$ cat config.mk
export PLATFORM = sky130hd
export DESIGN_NAME = alu_status_flags
export DESIGN_NICKNAME = d
export VERILOG_FILES = /design/src/design/alu_flags_pkg.sv /design/src/design/flag_calc.sv /design/src/design/alu_status_flags.sv
export VERILOG_INCLUDE_DIRS = /design/src /design/src/design
export SDC_FILE = /design/constraint.sdc
export NUM_CORES = 1
export LEC_CHECK = 0
export ABC_AREA = 1
export BUFFER_PORTS_ARGS = -buffer_cell sky130_fd_sc_hd__clkbuf_2
export CORE_UTILIZATION = 50
export DETAILED_ROUTE_END_ITERATION = 8
export PLACE_DENSITY = 0.74
export RECOVER_POWER = 100
export SLEW_MARGIN = 20
export SYNTH_ARGS = -nofsm -noshare
export SYNTH_HDL_FRONTEND = slang
export SYNTH_HIERARCHICAL = 1
export SYNTH_SLANG_ARGS = --single-unit
$ cat constraint.sdc
create_clock -name clk -period 3.35 [get_ports clk]
set_input_delay 0.67 -clock clk [delete_from_list [all_inputs] [get_ports clk]]
set_output_delay 0.67 -clock clk [all_outputs]
set_load 0.02 [all_outputs]
$ cat src/design/alu_flags_map.svh
// Register offsets, field positions and reset values of the ALU status flag block
`ifndef ALU_FLAGS_MAP_SVH
`define ALU_FLAGS_MAP_SVH

// ----------------------------------------------------------------
// Register byte offsets
// ----------------------------------------------------------------
`define REG_FLAGS 8'h00
`define REG_OPA 8'h04
`define REG_OPB 8'h08
`define REG_CMD 8'h0C
`define REG_RESULT 8'h10
`define REG_MODE 8'h14

// ----------------------------------------------------------------
// Flag register bit positions
// ----------------------------------------------------------------
`define FLAG_N 4
`define FLAG_OV 3
`define FLAG_Z 2
`define FLAG_DC 1
`define FLAG_C 0
`define FLAG_W 5

// ----------------------------------------------------------------
// Command register fields
// ----------------------------------------------------------------
`define CMD_OP_HI 3
`define CMD_OP_LO 0
`define CMD_DEST_FLAGS 4
`define CMD_SRC_FLAGS 5
`define CMD_BIT_HI 8
`define CMD_BIT_LO 6
`define CMD_W 9

// ----------------------------------------------------------------
// Mode register fields
// ----------------------------------------------------------------
`define MODE_EXT_EN 0
`define MODE_SEL_HI 3
`define MODE_SEL_LO 1

// ----------------------------------------------------------------
// Reset values
// ----------------------------------------------------------------
`define FLAGS_RESET 5'h00
`define BYTE_RESET 8'h00
`define CMD_RESET 9'h008
`define MODE_SEL_RESET 3'h2

`endif

$ cat src/design/alu_flags_pkg.sv
// Types shared by the ALU status flag block
package alu_flags_pkg;

  typedef enum logic [3:0] {
    OP_ADD = 4'h0,
    OP_SUB = 4'h1,
    OP_RLC = 4'h2,
    OP_RRC = 4'h3,
    OP_AND = 4'h4,
    OP_IOR = 4'h5,
    OP_XOR = 4'h6,
    OP_CLR = 4'h7,
    OP_MOV = 4'h8,
    OP_BCF = 4'h9,
    OP_BSF = 4'hA,
    OP_SWAP = 4'hB
  } alu_op_e;

  typedef enum logic [2:0] {
    MODE_INHERENT = 3'h0,
    MODE_LITERAL = 3'h1,
    MODE_DIRECT = 3'h2,
    MODE_INDIRECT = 3'h3,
    MODE_INDEXED = 3'h4
  } addr_mode_e;

  // True for operations that update at least one arithmetic flag
  function automatic logic op_touches_flags(input alu_op_e op);
    logic touches;
    touches = 1'b1;
    if (op == OP_MOV || op == OP_BCF || op == OP_BSF || op == OP_SWAP || op > OP_SWAP)
    begin
      touches = 1'b0;
    end
    return touches;
  endfunction : op_touches_flags

endpackage : alu_flags_pkg

$ cat src/design/flag_calc.sv
// Combinational ALU result and status flag computation
`timescale 1ns/100ps
`include "alu_flags_map.svh"

module flag_calc
(
  input wire alu_flags_pkg::alu_op_e op,
  input wire logic [7:0] a,
  input wire logic [7:0] b,
  input wire logic [2:0] bit_sel,
  input wire logic [`FLAG_W-1:0] flags_in,
  output logic [7:0] result,
  output logic [`FLAG_W-1:0] flags_out
);
  import alu_flags_pkg::*;

  logic [7:0] b_eff;
  logic cin;
  logic [8:0] sum;
  logic [4:0] low_sum;

  // Subtraction adds the complement plus one, so carries mean no borrow
  always_comb
  begin
    b_eff = (op == OP_SUB) ? ~b : b;
    cin = (op == OP_SUB);
    sum = {1'b0, a} + {1'b0, b_eff} + {8'h00, cin};
    low_sum = {1'b0, a[3:0]} + {1'b0, b_eff[3:0]} + {4'h0, cin};
  end

  always_comb
  begin
    result = a;
    flags_out = flags_in;
    unique case (op)
      OP_ADD, OP_SUB:
      begin
        result = sum[7:0];
        flags_out[`FLAG_N] = sum[7];
        flags_out[`FLAG_OV] = (a[7] == b_eff[7]) && (sum[7] != a[7]);
        flags_out[`FLAG_Z] = (sum[7:0] == 8'h00);
        flags_out[`FLAG_DC] = low_sum[4];
        flags_out[`FLAG_C] = sum[8];
      end
      OP_RLC:
      begin
        result = {a[6:0], flags_in[`FLAG_C]};
        flags_out[`FLAG_C] = a[7];
        flags_out[`FLAG_DC] = a[3];
        flags_out[`FLAG_N] = a[6];
        flags_out[`FLAG_Z] = ({a[6:0], flags_in[`FLAG_C]} == 8'h00);
      end
      OP_RRC:
      begin
        result = {flags_in[`FLAG_C], a[7:1]};
        flags_out[`FLAG_C] = a[0];
        flags_out[`FLAG_DC] = a[4];
        flags_out[`FLAG_N] = flags_in[`FLAG_C];
        flags_out[`FLAG_Z] = ({flags_in[`FLAG_C], a[7:1]} == 8'h00);
      end
      OP_AND, OP_IOR, OP_XOR:
      begin
        if (op == OP_AND)
        begin
          result = a & b;
        end
        else if (op == OP_IOR)
        begin
          result = a | b;
        end
        else
        begin
          result = a ^ b;
        end
        flags_out[`FLAG_N] = result[7];
        flags_out[`FLAG_Z] = (result == 8'h00);
      end
      OP_CLR:
      begin
        result = 8'h00;
        flags_out[`FLAG_Z] = 1'b1;
      end
      // Moves and bit operations never disturb the flags
      OP_MOV:
      begin
        result = a;
      end
      OP_BCF:
      begin
        result = a & ~(8'h01 << bit_sel);
      end
      OP_BSF:
      begin
        result = a | (8'h01 << bit_sel);
      end
      OP_SWAP:
      begin
        result = {a[3:0], a[7:4]};
      end
      default:
      begin
        result = a;
      end
    endcase
  end

endmodule : flag_calc

$ cat src/design/alu_status_flags.sv
// ALU status flag register block with a classic Wishbone register slave
// Behaviour
// - Flag register as destination of a flag-changing operation takes the flags, not result.
// - Clearing the flag register sets zero flag only; other flags keep their values.
// - Bit clear, bit set, nibble swap and moves leave flags untouched unless the flag register is destination; then it takes result bits 4:0.
// - In subtraction carry and digit carry are inverted borrows; one means no borrow.
// - Negative flag, bit 4, copies result bit 7.
// - Overflow flag, bit 3, set on signed two's-complement overflow, else cleared.
// - Zero flag, bit 2, set when arithmetic or logic result is zero.
// - Add and subtract put carry out of result bit 3 into digit carry, bit 1.
// - Add and subtract put carry out of result bit 7 into carry, bit 0.
// - Subtraction adds the two's complement of the second operand.
// - Rotate through carry loads digit carry from source bit 3 or 4.
// - Rotate through carry loads carry from the source's top or bottom bit.
// - Flag register is readable and writable, and usable as source or destination.
// - Indexed literal-offset addressing exists only when the extended set is enabled.
//
// Register access over Wishbone and the placing of the registers were left to the implementer.
`timescale 1ns/100ps
`include "alu_flags_map.svh"

module alu_status_flags
(
  input wire logic clk,
  input wire logic rst,
  input wire logic [7:0] wb_adr_i,
  input wire logic [31:0] wb_dat_i,
  input wire logic [3:0] wb_sel_i,
  input wire logic wb_we_i,
  input wire logic wb_cyc_i,
  input wire logic wb_stb_i,
  output logic [31:0] wb_dat_o,
  output logic wb_ack_o,
  output logic [`FLAG_W-1:0] flags,
  output logic [7:0] result,
  output alu_flags_pkg::addr_mode_e addr_mode
);
  import alu_flags_pkg::*;

  // ----------------------------------------------------------------
  // State
  // ----------------------------------------------------------------
  logic [7:0] opa;
  logic [7:0] next_opa;
  logic [7:0] opb;
  logic [7:0] next_opb;
  logic [`CMD_W-1:0] cmd;
  logic [`CMD_W-1:0] next_cmd;
  logic ext_en;
  logic next_ext_en;
  logic [`FLAG_W-1:0] next_flags;
  logic [7:0] next_result;
  addr_mode_e next_addr_mode;
  logic [31:0] next_dat;
  logic next_ack;

  // ----------------------------------------------------------------
  // Bus decode
  // ----------------------------------------------------------------
  logic req;
  logic wr;
  logic is_exec;

  // Byte lane 0 alone gates writes; the command register also takes bit 8 from lane 1
  always_comb
  begin
    req = wb_cyc_i && wb_stb_i && !wb_ack_o;
    wr = req && wb_we_i && wb_sel_i[0];
    is_exec = wr && (wb_adr_i == `REG_CMD);
  end

  // ----------------------------------------------------------------
  // Operation issue
  // ----------------------------------------------------------------
  alu_op_e calc_op;
  logic src_flags;
  logic dest_flags;
  logic [7:0] calc_a;
  logic [7:0] calc_result;
  logic [`FLAG_W-1:0] calc_flags;

  // Flag register may serve as the first operand
  always_comb
  begin
    calc_op = alu_op_e'(wb_dat_i[`CMD_OP_HI:`CMD_OP_LO]);
    src_flags = wb_dat_i[`CMD_SRC_FLAGS];
    dest_flags = wb_dat_i[`CMD_DEST_FLAGS];
    calc_a = src_flags ? {3'h0, flags} : opa;
  end

  flag_calc u_calc
  (
    .op(calc_op),
    .a(calc_a),
    .b(opb),
    .bit_sel(wb_dat_i[`CMD_BIT_HI:`CMD_BIT_LO]),
    .flags_in(flags),
    .result(calc_result),
    .flags_out(calc_flags)
  );

  // ----------------------------------------------------------------
  // Addressing mode resolution
  // ----------------------------------------------------------------
  function automatic addr_mode_e resolve_mode(input logic [2:0] sel, input logic ext);
    addr_mode_e mode;
    mode = MODE_DIRECT;
    if (sel == MODE_INHERENT || sel == MODE_LITERAL || sel == MODE_INDIRECT)
    begin
      mode = addr_mode_e'(sel);
    end
    else if (sel == MODE_INDEXED && ext)
    begin
      mode = MODE_INDEXED;
    end
    return mode;
  endfunction : resolve_mode

  // ----------------------------------------------------------------
  // Operand and command registers
  // ----------------------------------------------------------------
  always_comb
  begin
    next_opa = opa;
    next_opb = opb;
    next_cmd = cmd;
    if (wr && wb_adr_i == `REG_OPA)
    begin
      next_opa = wb_dat_i[7:0];
    end
    if (wr && wb_adr_i == `REG_OPB)
    begin
      next_opb = wb_dat_i[7:0];
    end
    if (is_exec)
    begin
      next_cmd = wb_dat_i[`CMD_W-1:0];
    end
  end

  always_ff @(posedge clk or posedge rst)
  begin
    if (rst)
    begin
      opa <= `BYTE_RESET;
      opb <= `BYTE_RESET;
      cmd <= `CMD_RESET;
    end
    else
    begin
      opa <= next_opa;
      opb <= next_opb;
      cmd <= next_cmd;
    end
  end

  // ----------------------------------------------------------------
  // Mode register
  // ----------------------------------------------------------------
  // Indexed falls back to direct while the extended set is off
  always_comb
  begin
    next_ext_en = ext_en;
    next_addr_mode = addr_mode;
    if (wr && wb_adr_i == `REG_MODE)
    begin
      next_ext_en = wb_dat_i[`MODE_EXT_EN];
      next_addr_mode = resolve_mode(wb_dat_i[`MODE_SEL_HI:`MODE_SEL_LO], wb_dat_i[`MODE_EXT_EN]);
    end
  end

  always_ff @(posedge clk or posedge rst)
  begin
    if (rst)
    begin
      ext_en <= 1'b0;
      addr_mode <= addr_mode_e'(`MODE_SEL_RESET);
    end
    else
    begin
      ext_en <= next_ext_en;
      addr_mode <= next_addr_mode;
    end
  end

  // ----------------------------------------------------------------
  // Flag and result registers
  // ----------------------------------------------------------------
  always_comb
  begin
    next_flags = flags;
    next_result = result;
    if (wr && wb_adr_i == `REG_FLAGS)
    begin
      // Upper three bits are not stored
      next_flags = wb_dat_i[`FLAG_W-1:0];
    end
    if (is_exec)
    begin
      if (dest_flags)
      begin
        if (op_touches_flags(calc_op))
        begin
          // Computed value is dropped; only the flag update lands
          next_flags = calc_flags;
        end
        else
        begin
          // Flag-neutral operations write their value into the flags
          next_flags = calc_result[`FLAG_W-1:0];
        end
      end
      else
      begin
        next_result = calc_result;
        next_flags = calc_flags;
      end
    end
  end

  // Flags are architecturally unknown after power-up; a fixed value keeps simulation clean
  always_ff @(posedge clk or posedge rst)
  begin
    if (rst)
    begin
      flags <= `FLAGS_RESET;
      result <= `BYTE_RESET;
    end
    else
    begin
      flags <= next_flags;
      result <= next_result;
    end
  end

  // ----------------------------------------------------------------
  // Read path and acknowledge
  // ----------------------------------------------------------------
  // Unmapped addresses are acknowledged, read zero, and drop writes
  always_comb
  begin
    next_dat = 32'h0000_0000;
    if (req && !wb_we_i)
    begin
      unique case (wb_adr_i)
        `REG_FLAGS:
        begin
          next_dat = {27'h0000000, flags};
        end
        `REG_OPA:
        begin
          next_dat = {24'h000000, opa};
        end
        `REG_OPB:
        begin
          next_dat = {24'h000000, opb};
        end
        `REG_CMD:
        begin
          next_dat = {23'h000000, cmd};
        end
        `REG_RESULT:
        begin
          next_dat = {24'h000000, result};
        end
        `REG_MODE:
        begin
          next_dat = {28'h0000000, addr_mode, ext_en};
        end
        default:
        begin
          next_dat = 32'h0000_0000;
        end
      endcase
    end
  end

  // ----------------------------------------------------------------
  // Read data register
  // ----------------------------------------------------------------
  always_ff @(posedge clk or posedge rst)
  begin
    if (rst)
    begin
      wb_dat_o <= 32'h0000_0000;
    end
    else
    begin
      wb_dat_o <= next_dat;
    end
  end

  // ----------------------------------------------------------------
  // Acknowledge
  // ----------------------------------------------------------------
  // A held request is not taken again while ack stands, so each cycle gets one pulse
  always_comb
  begin
    next_ack = req;
  end

  always_ff @(posedge clk or posedge rst)
  begin
    if (rst)
    begin
      wb_ack_o <= 1'b0;
    end
    else
    begin
      wb_ack_o <= next_ack;
    end
  end

endmodule : alu_status_flags

**Word-level counts from Yosys, hierarchy flattened**

Index checks and enable logic that the tools add are counted.

- Bitwise logic cells: 8
- Equal/unequal tests: 21
- Add/subtract/negate cells: 4
- Shift-type cells: 1
- Muxes and demuxes: 21
- $lt $le $gt $ge: 1
- Reductions and logical operators: 31

Operators with widths:

| kind | count |
|---|---|
| $pmux 8 s8 | 1 |
| $pmux 9 s6 | 1 |
| $logic_not 8->1 | 5 |
| $mux 8 | 5 |
| $mux 5 | 4 |
| $and 8x8->8 | 2 |
| $eq 4x3->1 const B | 4 |
| $eq 4x4->1 const B | 4 |
| $eq 8x4->1 const B | 2 |
| $eq 8x5->1 const B | 2 |
| $not 8->8 | 2 |
| $or 8x8->8 | 2 |
| $logic_and 1x1->1 | 12 |
| $add 8x8->9 | 1 |
| $add 9x1->9 | 1 |
| $mux 9 | 1 |
| $eq 4x2->1 const B | 2 |
| $eq 8x3->1 const B | 1 |
| $shl 1x3->8 const A | 1 |
| $xor 8x8->8 | 1 |
| $logic_or 1x1->1 | 6 |
| $mux 3 | 2 |
| $pmux 2 s3 | 1 |
| $add 4x4->5 | 1 |
| 19 further kinds | 23 |

- Bits in registers: 75
- Word-level logic and storage cells: 96
- Input port bits: 49
- Output and inout bits: 49

**Longest topological paths before layout**

Gate-level depths: netlist of the first run.

- Word-level depth: 11
- Mapped depth: 20
- Depth with buffers taken out: 20

**Modules after synthesis**

Netlist of the first run, hierarchy kept.

Modules (own cells, without submodules):

| module | instances | cells an instance | sequential area each (um^2) | area an instance (um^2) |
|---|---|---|---|---|
| alu_status_flags | 1 | 366 | 1303.8 | 2829.0 |
| flag_calc | 1 | 299 | 0.0 | 1661.6 |

**Worst setup path before layout of the first run**

OpenSTA, ideal clock, no wires.

- Path kind: input port to flip-flop
- Start: input port wb_dat_i[5]
- End: register flags[3]
- Path slack: 455 ps
- Setup time: 125 ps
- Stages on the path: 12
- Data arrival time: 2770 ps
- Required time: 3225 ps
- Buffers on the path: 1
- Cell sequence: buf_2 o21ai_0 ha_1 a21oi_1 nor2_1 a211oi_1 nand3_1 nand4_1 nand2_1 mux2_2 nand2_1 nand3_1

- Word-level cells in the longest chain between the ends: 9
- Elaborated cells between the ends (all ways): 19
- Those cells by class: add/sub (2); eq/ne (2); mux (9); bitwise (5); reduce/logical (1)

RTL lines:

| what | RTL line | RTL |
|---|---|---|
| start: declaration | alu_status_flags.sv:27 | `input wire logic [31:0] wb_dat_i,` |
| $mux 8 (*) | alu_status_flags.sv:88 | `calc_a = src_flags ? {3'h0, flags} : opa;` |
| via calc_a[4] | alu_status_flags.sv:78 | `logic [7:0] calc_a;` |
| $add 8x8->9 (*) | flag_calc.sv:27 | `sum = {1'b0, a} + {1'b0, b_eff} + {8'h00, cin};` |
| $add 9x1->9 (*) | flag_calc.sv:27 |  |
| $ne 1x1->1 (*) | flag_calc.sv:40 | `` flags_out[`FLAG_OV] = (a[7] == b_eff[7]) && (sum[7] != a[7]); `` |
| $logic_and 1x1->1 (*) | flag_calc.sv:40 |  |
| $mux 1 (*) | flag_calc.sv:35 | `unique case (op)` |
| via calc_flags[3] | alu_status_flags.sv:80 | `` logic [`FLAG_W-1:0] calc_flags; `` |
| $mux 5 | alu_status_flags.sv:202 | `if (op_touches_flags(calc_op))` |
| $mux 5 (*) | alu_status_flags.sv:200 | `if (dest_flags)` |
| $mux 5 (*) | alu_status_flags.sv:198 | `if (is_exec)` |
| end signal: assignment | alu_status_flags.sv:226 | `` flags <= `FLAGS_RESET; `` |
| end signal: assignment | alu_status_flags.sv:231 | `flags <= next_flags;` |
| end: declaration | alu_status_flags.sv:34 | `` output logic [`FLAG_W-1:0] flags, `` |

Mark *: on every way through the listed nets, which the timed path passes. The rest lies on a longest branch. The select of a mux whose other input is x is not followed.
A chain may end at the register's enable or synchronous reset.

**Worst setup path in the final report of the first run**

- Start: input port wb_dat_i[5]
- End: register flags[2]

- Word-level cells in the longest chain between the ends: 10
- Elaborated cells between the ends (all ways): 20
- Those cells by class: add/sub (2); mux (9); bitwise (5); reduce/logical (4)

RTL lines:

| what | RTL line |
|---|---|
| $mux 8 (*) | alu_status_flags.sv:88 |
| via calc_a[0] | alu_status_flags.sv:78 |
| branches (longest 5 deep; another with $add 8x8->9) | -- |
| $pmux 1 s5 (*) | flag_calc.sv:35 |
| via calc_flags[2] | alu_status_flags.sv:80 |
| $mux 5 | alu_status_flags.sv:202 |
| $mux 5 (*) | alu_status_flags.sv:200 |
| $mux 5 (*) | alu_status_flags.sv:198 |

Mark *: on every way through the listed nets, which the timed path passes. The select of a mux whose other input is x is not followed.

==> results of run 1 <==
==> power by group through the flow <==
stage / clock [mW] / sequential [mW] / combinational, mW
5_1_grt: 0.469 / 0.640 / 0.245
3_3_place_gp: 0 / 0.651 / 0.217
4_1_cts: 0.448 / 0.639 / 0.221
3_5_place_dp: 0 / 0.651 / 0.220
2_1_floorplan: 0 / 0.652 / 0.162
6_report: 0.443 / 0.640 / 0.220
==> cell families after synthesis <==
kind of cell | count (synthesis)
fa+ha+maj | 26
xor+xnor | 9
flops | 52
other cells | 1
mux | 1
simple gates | 348
compound gates | 106
buf+inv | 122
==> synth_stat cells, drive strengths merged, types with 2 or more instances <==
master,instances,share of area
a21oi,22,0.025
a22oi,2,0.0033
buf,34,0.059
dfrtp,50,0.28
dfstp,2,0.012
ha,25,0.070
inv,86,0.072
nand2,185,0.16
nand3,61,0.068
nand3b,3,0.0050
nand4,8,0.011
nor2,71,0.075
nor3,11,0.012
nor4,3,0.0042
o211ai,3,0.0050
o21ai,62,0.078
o22ai,12,0.017
or2,6,0.0084
xor2,8,0.016
==> critical path: cells and delay by family <==
| kind | cells | cell delay (ps) |
|---|---|---|
| AND/OR/NAND/NOR | 13 | 1290 |
| adder cells (fa/ha/maj) | 1 | 460 |
| buffers and inverters | 2 | 380 |
| XOR/XNOR | 1 | 270 |
| AO/OA/AOI/OAI | 1 | 140 |
==> final timing paths <==
kind                              from           end  slack [ps]  cells past startpoint
hold / removal                  cmd[8]        cmd[8]         500                      2
max in group asynchronous          rst        cmd[8]        1380                      2
hold reg to reg                 cmd[8]        cmd[8]         500                      2
setup / recovery           wb_dat_i[5]      flags[2]         370                     18
setup reg to reg                opa[4]      flags[2]         540                     14
min in group asynchronous          rst  addr_mode[2]         940                      2
==> registers in the layout (all words and copies together), names as in the netlist, 3 cells and up <==
signal     flops
wb_dat_o       9
cmd            9
opa            8
opb            8
flags          5
result         8
addr_mode      3
==> layout make-up <==
type	count	area, µm²	share of cell area
well taps	108	135	0.0275
inverters	87	329	0.0670
clock inverters	2	38.8	0.00789
multi-input cells	513	2630	0.534
flip-flops and latches	52	1300	0.265
clock buffers	6	72.6	0.0148
repair buffers	76	409	0.0833
==> metrics by stage <==
stage               hold WS [ps]  instance area (µm²)   util  setup WS [ps]  power, mW
global placement             466                 4890  0.561            163      0.868
global route                 523                 4910  0.563            120       1.35
floorplan                    449                 4570      -            455      0.814
detailed placement           472                 4890  0.561            118      0.872
finish                       497                 4910  0.563            374       1.30
CTS                          498                 5000  0.574            429       1.31
==> layer usage <==
layer,GRT usage,vias up,part of all wire
li1,-,2252,-
met1,0.458,2234,0.44
met2,0.484,234,0.44
met3,0.0556,31,0.090
met4,0.106,0,0.033
met5,0,-,0
==> impl_metrics.ini, run 1 <==
[run_status]
status = finished, violations left
violations_in_the_final_reports = capacitance limit, slew limit

[pwr]
sequentialPowerShare = 0.491
switching_share = 0.296
vdd_drop_max_v = 0.000194
power_density_nw_per_um2 = 265
total_switching_power_uw = 385
comb_power_share = 0.169
p_leak_nw = 2.63
clock_power_share = 0.340
power.internal_uw = 918

[clocking]
cts.repair.resized = 0
root_buffer = sky130_fd_sc_hd__clkbuf_8
clock_tree_from_tritoncts = built
hold_buffers = 0
clock-sinks = 52
postCtsSetupRepairBufs = 0
clock_latency_on_the_worst_skew_pair_ps = 310
clock_tree.buffer_depth = 2
clock_tree.htree_level_count = 2
cts.reportedPaths.clkPinSlew_ps = 100
cts_made_buffers = 5

[logic_synthesis]
synth_simple_gate_area_frac = 0.346
number_of_enable_flip_flop_cells_after_synthesis = 0
ys_warn_count = 6
synth-xor-area-share = 0.0176
dominantRegCellSynth = sky130_fd_sc_hd__dfrtp_1
netlist-cell-type-count = 41
syn_area_um2 = 4490
yosys.area_share.adder = 0.0741
synth_compound_area_frac = 0.137
netlist_instances = 665
synth.yosys.seq_area_share = 0.290
largest_family_of_logic_cells_by_synthesized_area = simple AND/OR/NAND/NOR gates
postSynthRegisterBits = 52
synth.avg_cell_area_um2 = 6.75
synth-async-reset-ratio = 1.00
post_synth_mux_area_share = 0.00251

[final_layout]
nFillCells = 900
leading_cell_type_in_the_layout_fill_and_taps_excluded = sky130_fd_sc_hd__nand2_1
number_of_antenna_cells_inserted = 0
finish.net_count = 810
mostFrequentLayoutCells = 178 x sky130_fd_sc_hd__nand2_1, 84 x sky130_fd_sc_hd__inv_1, 62 x sky130_fd_sc_hd__nor2_1
fin_cells = 844
areaGrowthSynthToFinish_pct = 9.42
post_route_cells_drive_above_1_share = 0.115

[detailed_routing]
drt-total-wl_um = 14500
first_pass_iters = 6
post-route-drc-count = 0
route.antenna.remaining_nets = 0
avgRoutedWirePerCell_um = 17.2
avgViaCountPerCell = 5.63
drtIter0Drc = 518
num_vias = 4751

[timing]
final_hold_viols = 0
fin_setup_tns_ps = 0
finalCritPeriodShare = 0.888
highest_attainable_clock_frequency_ghz = 0.336
finalClockSkew_ps = 13.0
timing_max_transition_violations_final = 53
timing.max_slew.rel_slack = -0.520
report.final.setup_viol = 0
grt_setup_unrepaired = no
worst_pin_slew_ps = 2270
timing.final.crit_period_ps = 2980

[floorplan]
floorplan.rows = 34
design.die.area_um2 = 9360
initial_utilization = 0.515
chipHeight_um = 96.8
io_pins = 98
area_of_the_placeable_core_um2 = 8720
die-width_um = 96.8

[critical_path]
critPathMaxFanout = 12
cpMaxStageDelayCell = sky130_fd_sc_hd__fa_1
cpPeakStageDelay_ps = 460
critical_path.most_common_cell = sky130_fd_sc_hd__nand2_1
worstPathRequired_ps = 3580
worst-setup-path-type = primary input to register
worst_endpoint_data_arrival_time_ps = 3210
crit_path_cell_trace = clkbuf_2 -> inv_1 -> nand2_1 -> nand2_1 -> nand2_1 -> nand2_1 -> fa_1 -> xnor2_1 -> nand4_1 -> nor2_1 -> nand3_1 -> nor2_1 -> nand3_1 -> nand3_1 -> nand2_1 -> nand2_1 -> nand2_1 -> a21oi_1
critPathCaptureType = register
startpoint_type = primary input

[placed_design]
gp_congestion = 1.03
dp_cells = 836
place.detailed.hpwl_um = 11400
io_buffer_count = 48

[global_route]
grt_antenna_before_repair = 0
grt_max_degree = 53
via_count_of_the_first_global_routing_pass = 4428
grt_first_pass_wirelength_um = 23600
groute.usage.overall = 0.319
overflow = 0

[job]
cap_viol_max_count = 1

[min_path]
hold_crit_class = register to register
Power figures use the tool's default switching activity.
==> inputs of run 2 (changes only) <==
--- a/config.mk
+++ b/config.mk
@@ -10,10 +10,9 @@
 export BUFFER_PORTS_ARGS = -buffer_cell sky130_fd_sc_hd__clkbuf_2
 export CORE_UTILIZATION = 50
 export DETAILED_ROUTE_END_ITERATION = 8
-export PLACE_DENSITY = 0.74
+export PLACE_DENSITY = 0.75
 export RECOVER_POWER = 100
 export SLEW_MARGIN = 20
 export SYNTH_ARGS = -nofsm -noshare
 export SYNTH_HDL_FRONTEND = slang
-export SYNTH_HIERARCHICAL = 1
 export SYNTH_SLANG_ARGS = --single-unit
==> run 2 against run 1 <==
Net effect: the run still ends with capacitance limit, slew limit left; clock-buffer cell count down 1; synthesized cell count down 1.7%; sequential cell count stayed put; critical path type unchanged; critical endpoint is now flags[4].
==> impl_metrics.ini, run 2 <==
[global_route]
grt_max_degree = 53
groute.usage.overall = 0.341
grt_antenna_before_repair = 0
grt_first_pass_wirelength_um = 22600
overflow = 0
via_count_of_the_first_global_routing_pass = 4239

[pwr]
sequentialPowerShare = 0.518
vdd_drop_max_v = 0.000202
switching_share = 0.320
power_density_nw_per_um2 = 261
comb_power_share = 0.167
power.internal_uw = 837
total_switching_power_uw = 394
p_leak_nw = 2.47
clock_power_share = 0.315

[logic_synthesis]
synth_top_cell_by_area = sky130_fd_sc_hd__dfrtp_1
most_frequent_cells_after_synthesis = 215 x sky130_fd_sc_hd__nand2_1, 84 x sky130_fd_sc_hd__inv_1, 55 x sky130_fd_sc_hd__o21ai_0
synth.top_cell.area_share = 0.290
postSynthRegisterBits = 52
yosysMostFrequentCell = sky130_fd_sc_hd__nand2_1
synth.yosys.seq_area_share = 0.302
syn_area_um2 = 4320
netlist_top_cells_area = sky130_fd_sc_hd__dfrtp_1 29%, sky130_fd_sc_hd__nand2_1 19%, sky130_fd_sc_hd__inv_1 7.3%
dominantRegCellSynth = sky130_fd_sc_hd__dfrtp_1
number_of_enable_flip_flop_cells_after_synthesis = 0
synth.avg_cell_area_um2 = 6.61
ys_warn_count = 0
synth-async-reset-ratio = 1.00
netlist_instances = 654
netlist-cell-type-count = 43

[final_layout]
post_route_cells_drive_above_1_share = 0.0821
finish.net_count = 791
mostFrequentLayoutCells = 216 x sky130_fd_sc_hd__nand2_1, 83 x sky130_fd_sc_hd__inv_1, 55 x sky130_fd_sc_hd__o21ai_0
largest_registers_in_the_final_layout = cmd: 9 flops, wb_dat_o: 9 flops
multi_input_area_um2 = 2540
nFillCells = 857
seq_area_um2 = 1300
number_of_antenna_cells_inserted = 0
areaGrowthSynthToFinish_pct = 9.12
final_cell_area_um2 = 4710
leading_cell_type_in_the_layout_fill_and_taps_excluded = sky130_fd_sc_hd__nand2_1

[clocking]
clock_tree.buffer_depth = 2
clock_latency_on_the_worst_skew_pair_ps = 320
hold_buffers = 0
clock_tree_from_tritoncts = built
root_buffer = sky130_fd_sc_hd__clkbuf_8
clock-sinks = 52
cts_made_buffers = 5
postCtsSetupRepairBufs = 0
cts.repair.resized = 0
clock_tree.htree_level_count = 2
cts.reportedPaths.clkPinSlew_ps = 100

[floorplan]
chipHeight_um = 95.0
design.die.area_um2 = 9020
io_pins = 98
area_of_the_placeable_core_um2 = 8300
die-width_um = 95.0
floorplan.rows = 33
initial_utilization = 0.521

[placed_design]
place.detailed.hpwl_um = 11600
io_buffer_count = 48
dpl_cell_area_um2 = 4690
detailedPlace.worstSlack_ps = 249
gp_congestion = 1.04

[critical_path]
critPathCaptureType = register
worst_r2r_path_depth = 14
worst_endpoint_data_arrival_time_ps = 3150
critPathMaxFanout = 8
worst-setup-path-type = primary input to register
worstPathRequired_ps = 3590
startpoint_type = primary input

[min_path]
hold_crit_class = register to register
worstHoldPathCells = 1

[timing]
final_hold_viols = 0
finalClockSkew_ps = 7.13
finalCritPeriodShare = 0.869
highest_attainable_clock_frequency_ghz = 0.343
fin_setup_tns_ps = 0
timing.final.crit_period_ps = 2910
report.final.setup_viol = 0
timing.max_slew.rel_slack = -0.472
timing_max_transition_violations_final = 53
worst_pin_slew_ps = 2200
finalWorstSetupSlack_ps = 437
grt_setup_unrepaired = no

[detailed_routing]
route.antenna.remaining_nets = 0
avgViaCountPerCell = 5.62
drt-total-wl_um = 14400
first_pass_iters = 5
post-route-drc-count = 0
num_vias = 4632
avgRoutedWirePerCell_um = 17.5
drtIter0Drc = 291

[run_status]
status = finished, violations left
violations_in_the_final_reports = capacitance limit, slew limit

[job]
cap_viol_max_count = 1
## run 2: cell count changes after synthesis, moves of 10 or more
cell                      previous run  this run
sky130_fd_sc_hd__o22ai_1            12         2
sky130_fd_sc_hd__nor2_1             59        45
sky130_fd_sc_hd__nand2_1           176       215
sky130_fd_sc_hd__nand3_1            61        51
sky130_fd_sc_hd__o21ai_2            11         0
## run 2: area by class of cell
type | count | area share
clock inverters | 3 | 0.00584
clock buffers | 5 | 0.0146
multi-input cells | 509 | 0.540
flip-flops and latches | 52 | 0.277
well taps | 105 | 0.0279
repair buffers | 65 | 0.0674
inverters | 85 | 0.0679
## run 2: worst paths after layout
kind | from | end | slack, ps
min | wb_ack_o | wb_ack_o | 460
max | wb_dat_i[0] | flags[4] | 440
max reg2reg | opa[1] | flags[4] | 730
max in group asynchronous | rst | opa[1] | 1450
min in group asynchronous | rst | wb_dat_o[8] | 900
min reg2reg | wb_ack_o | wb_ack_o | 460
## run 2: routing by layer
layer | up-vias | wire length, µm | global-route usage
met3 | 28 | 935 | 0.0443
li1 | 2201 | - | -
met2 | 229 | 6750 | 0.569
met5 | - | 0 | 0
met4 | 0 | 412 | 0.126
met1 | 2174 | 6300 | 0.447
## run 2: cells by family after synthesis
family | share of synthesized area
and+or+nand+nor | 0.345
buffers and inverters | 0.123
AOI/OAI and AO/OA | 0.142
DFF | 0.302
adders and majority gates | 0.0712
xor gates and xnor gates | 0.0162
other | 0.000868
## run 2: stage by stage
stage | utilization | std cells | power, mW | hold WS [ps]
5_1_grt | 0.568 | 824 | 1.28 | 498
6_report | 0.568 | 824 | 1.23 | 457
4_1_cts | 0.577 | 824 | 1.23 | 458
2_1_floorplan | - | 676 | 0.806 | 453
3_3_place_gp | 0.565 | 816 | 0.853 | 437
3_5_place_dp | 0.565 | 816 | 0.855 | 444
## run 2: critical path, stage by stage
cell,delay [ps]
sky130_fd_sc_hd__clkbuf_1,190
sky130_fd_sc_hd__inv_1,200
sky130_fd_sc_hd__nor2_4,200
sky130_fd_sc_hd__nand2_4,130
sky130_fd_sc_hd__xor2_1,190
sky130_fd_sc_hd__fa_1,450
sky130_fd_sc_hd__nand3b_1,220
sky130_fd_sc_hd__nand2_1,160
sky130_fd_sc_hd__nand2_1,70
sky130_fd_sc_hd__nand2_1,70
sky130_fd_sc_hd__nand2_1,70
sky130_fd_sc_hd__nand3_1,90
sky130_fd_sc_hd__nand2_1,100
sky130_fd_sc_hd__a21oi_1,140
sky130_fd_sc_hd__nand2_1,70
sky130_fd_sc_hd__a21oi_1,130
## run 2: power by group through the flow
stage	combinational, mW	sequential (mW)	clock [mW]
6_report	0.206	0.638	0.387
5_1_grt	0.229	0.639	0.415
4_1_cts	0.205	0.638	0.386
3_5_place_dp	0.205	0.650	0
3_3_place_gp	0.203	0.650	0
2_1_floorplan	0.155	0.651	0
==> inputs of run 3 (changes only) <==
--- a/config.mk
+++ b/config.mk
@@ -10,7 +10,7 @@
 export BUFFER_PORTS_ARGS = -buffer_cell sky130_fd_sc_hd__clkbuf_2
 export CORE_UTILIZATION = 50
 export DETAILED_ROUTE_END_ITERATION = 8
-export PLACE_DENSITY = 0.75
+export PLACE_DENSITY = 0.8
 export RECOVER_POWER = 100
 export SLEW_MARGIN = 20
 export SYNTH_ARGS = -nofsm -noshare
==> run 3 against run 2 <==
Net effect: via count fell by 0.82%; register-to-register slack got worse by 70 ps; wire length rose by 2.0%; clock-buffer cell count did not move; sequential cell count did not move; largest cell class unchanged; critical path type unchanged; die area did not move; final area fell by 0.48%; the flow still finishes with violations (capacitance limit, slew limit); clock skew rose by 5.0 ps.
==> impl_metrics.ini, run 3 (synthesis results as in run 2) <==
[clocking]
postCtsSetupRepairBufs = 0
cts_made_buffers = 5
hold_buffers = 0
cts.reportedPaths.clkPinSlew_ps = 110
clock_tree_from_tritoncts = built
root_buffer = sky130_fd_sc_hd__clkbuf_8
clock_latency_on_the_worst_skew_pair_ps = 320
cts.repair.resized = 0
clock-sinks = 52
clock_tree.htree_level_count = 2
clock_tree.buffer_depth = 2

[min_path]
hold_crit_class = register to register
min_to = wb_ack_o
worstHoldPathCells = 1
holdCritStartpoint = wb_ack_o

[pwr]
p_leak_nw = 2.45
power_density_nw_per_um2 = 263
finalPower_mw = 1.23
vdd_drop_max_v = 0.000208

[final_layout]
post_route_cells_drive_above_1_share = 0.0781
mostFrequentLayoutCells = 217 x sky130_fd_sc_hd__nand2_1, 83 x sky130_fd_sc_hd__inv_1, 55 x sky130_fd_sc_hd__o21ai_0
multi_input_area_um2 = 2540
largest_registers_in_the_final_layout = cmd: 9 flops, wb_dat_o: 9 flops
finish.net_count = 789
areaGrowthSynthToFinish_pct = 8.60
seq_area_um2 = 1300
nFillCells = 829
leading_cell_type_in_the_layout_fill_and_taps_excluded = sky130_fd_sc_hd__nand2_1
number_of_antenna_cells_inserted = 0

[detailed_routing]
route.antenna.remaining_nets = 0
drtIter0Drc = 471
post-route-drc-count = 0
avgViaCountPerCell = 5.59
first_pass_iters = 5
num_vias = 4594
avgRoutedWirePerCell_um = 17.9
drt-total-wl_um = 14700

[placed_design]
gp_congestion = 0.978
place.detailed.hpwl_um = 11900
io_buffer_count = 48
detailedPlace.worstSlack_ps = 139

[timing]
report.final.setup_viol = 0
fin_setup_tns_ps = 0
grt_setup_unrepaired = no
finalCritPeriodShare = 0.886
finalWorstSetupSlack_ps = 382
finalClockSkew_ps = 12.2
final_hold_viols = 0
timing.max_slew.rel_slack = -0.473
worst_pin_slew_ps = 2200
highest_attainable_clock_frequency_ghz = 0.337
timing.final.crit_period_ps = 2970
timing_max_transition_violations_final = 53

[floorplan]
floorplan.rows = 33
initial_utilization = 0.521
chipHeight_um = 95.0
area_of_the_placeable_core_um2 = 8300
design.die.area_um2 = 9020
die-width_um = 95.0
io_pins = 98

[global_route]
overflow = 0
grt_antenna_before_repair = 0
grt_first_pass_wirelength_um = 21900
groute.usage.overall = 0.331
grt_max_degree = 53
via_count_of_the_first_global_routing_pass = 4131

[critical_path]
crit_path_start = wb_dat_i[0]
critical_path.reg2reg.endpoint = flags[4]
worst_r2r_path_depth = 14
critPathMaxFanout = 6
critPathCaptureType = register
startpoint_type = primary input
worst-setup-path-type = primary input to register
worstPathRequired_ps = 3600
worst_endpoint_data_arrival_time_ps = 3220
regToRegStartpoint = opa[1]
regToRegSetupSlack_ps = 660

[job]
cap_viol_max_count = 1

[run_status]
status = finished, violations left
violations_in_the_final_reports = capacitance limit, slew limit
[run 3: changes by cell type in the layout (fill, tap and decap cells not counted), sizes merged]
cell / before / now
buf: 13 / 11
[run 3: layout make-up]
type / count / share of cell area
clock buffers: 5 / 0.0147
clock inverters: 3 / 0.00587
inverters: 85 / 0.0683
multi-input cells: 509 / 0.541
flip-flops and latches: 52 / 0.278
well taps: 105 / 0.0280
repair buffers: 63 / 0.0645
[run 3: layer usage]
layer  global-route usage  vias to the layer above  share of wire
met3               0.0427                       38          0.069
met1                0.415                     2133           0.42
li1                     -                     2192              -
met2                0.562                      231           0.47
met5                    0                        -              0
met4                0.153                        0          0.040
[run 3: worst max-delay path by stage]
stage                      to  slack [ps]  depth (start not counted)
CTS                  flags[4]         470                         16
floorplan           result[6]         510                         15
finish               flags[4]         380                         16
global route         flags[4]         160                         17
detailed placement   flags[4]         140                         16
global placement     flags[4]         230                         16
[run 3: where the power goes]
group	switching, mW	internal (mW)	leakage [nW]
Clock	0.232	0.154	0.0463
Sequential	0.00562	0.633	0.697
Combinational	0.158	0.0508	1.71
[run 3: stage by stage]
step | hold WS (ps) | std cells | util | cell area [µm²]
after floorplan | 453 | 676 | - | 4400
after global placement | 437 | 814 | 0.563 | 4670
after detailed placement | 444 | 814 | 0.563 | 4670
after CTS | 459 | 822 | 0.575 | 4770
after global routing | 488 | 822 | 0.565 | 4690
final | 455 | 822 | 0.565 | 4690
[run 3: critical path: stages]
cell and delay (ps):
sky130_fd_sc_hd__clkbuf_2 140, sky130_fd_sc_hd__inv_1 150, sky130_fd_sc_hd__nor2_4 180, sky130_fd_sc_hd__nand2_1 170, sky130_fd_sc_hd__xor2_1 210, sky130_fd_sc_hd__fa_1 450, sky130_fd_sc_hd__nand3b_1 200, sky130_fd_sc_hd__nand2_1 160
sky130_fd_sc_hd__nand2_1 80, sky130_fd_sc_hd__nand2_1 90, sky130_fd_sc_hd__nand2_1 100, sky130_fd_sc_hd__nand3_1 100, sky130_fd_sc_hd__nand2_1 150, sky130_fd_sc_hd__a21oi_1 190, sky130_fd_sc_hd__nand2_1 70, sky130_fd_sc_hd__a21oi_1 110
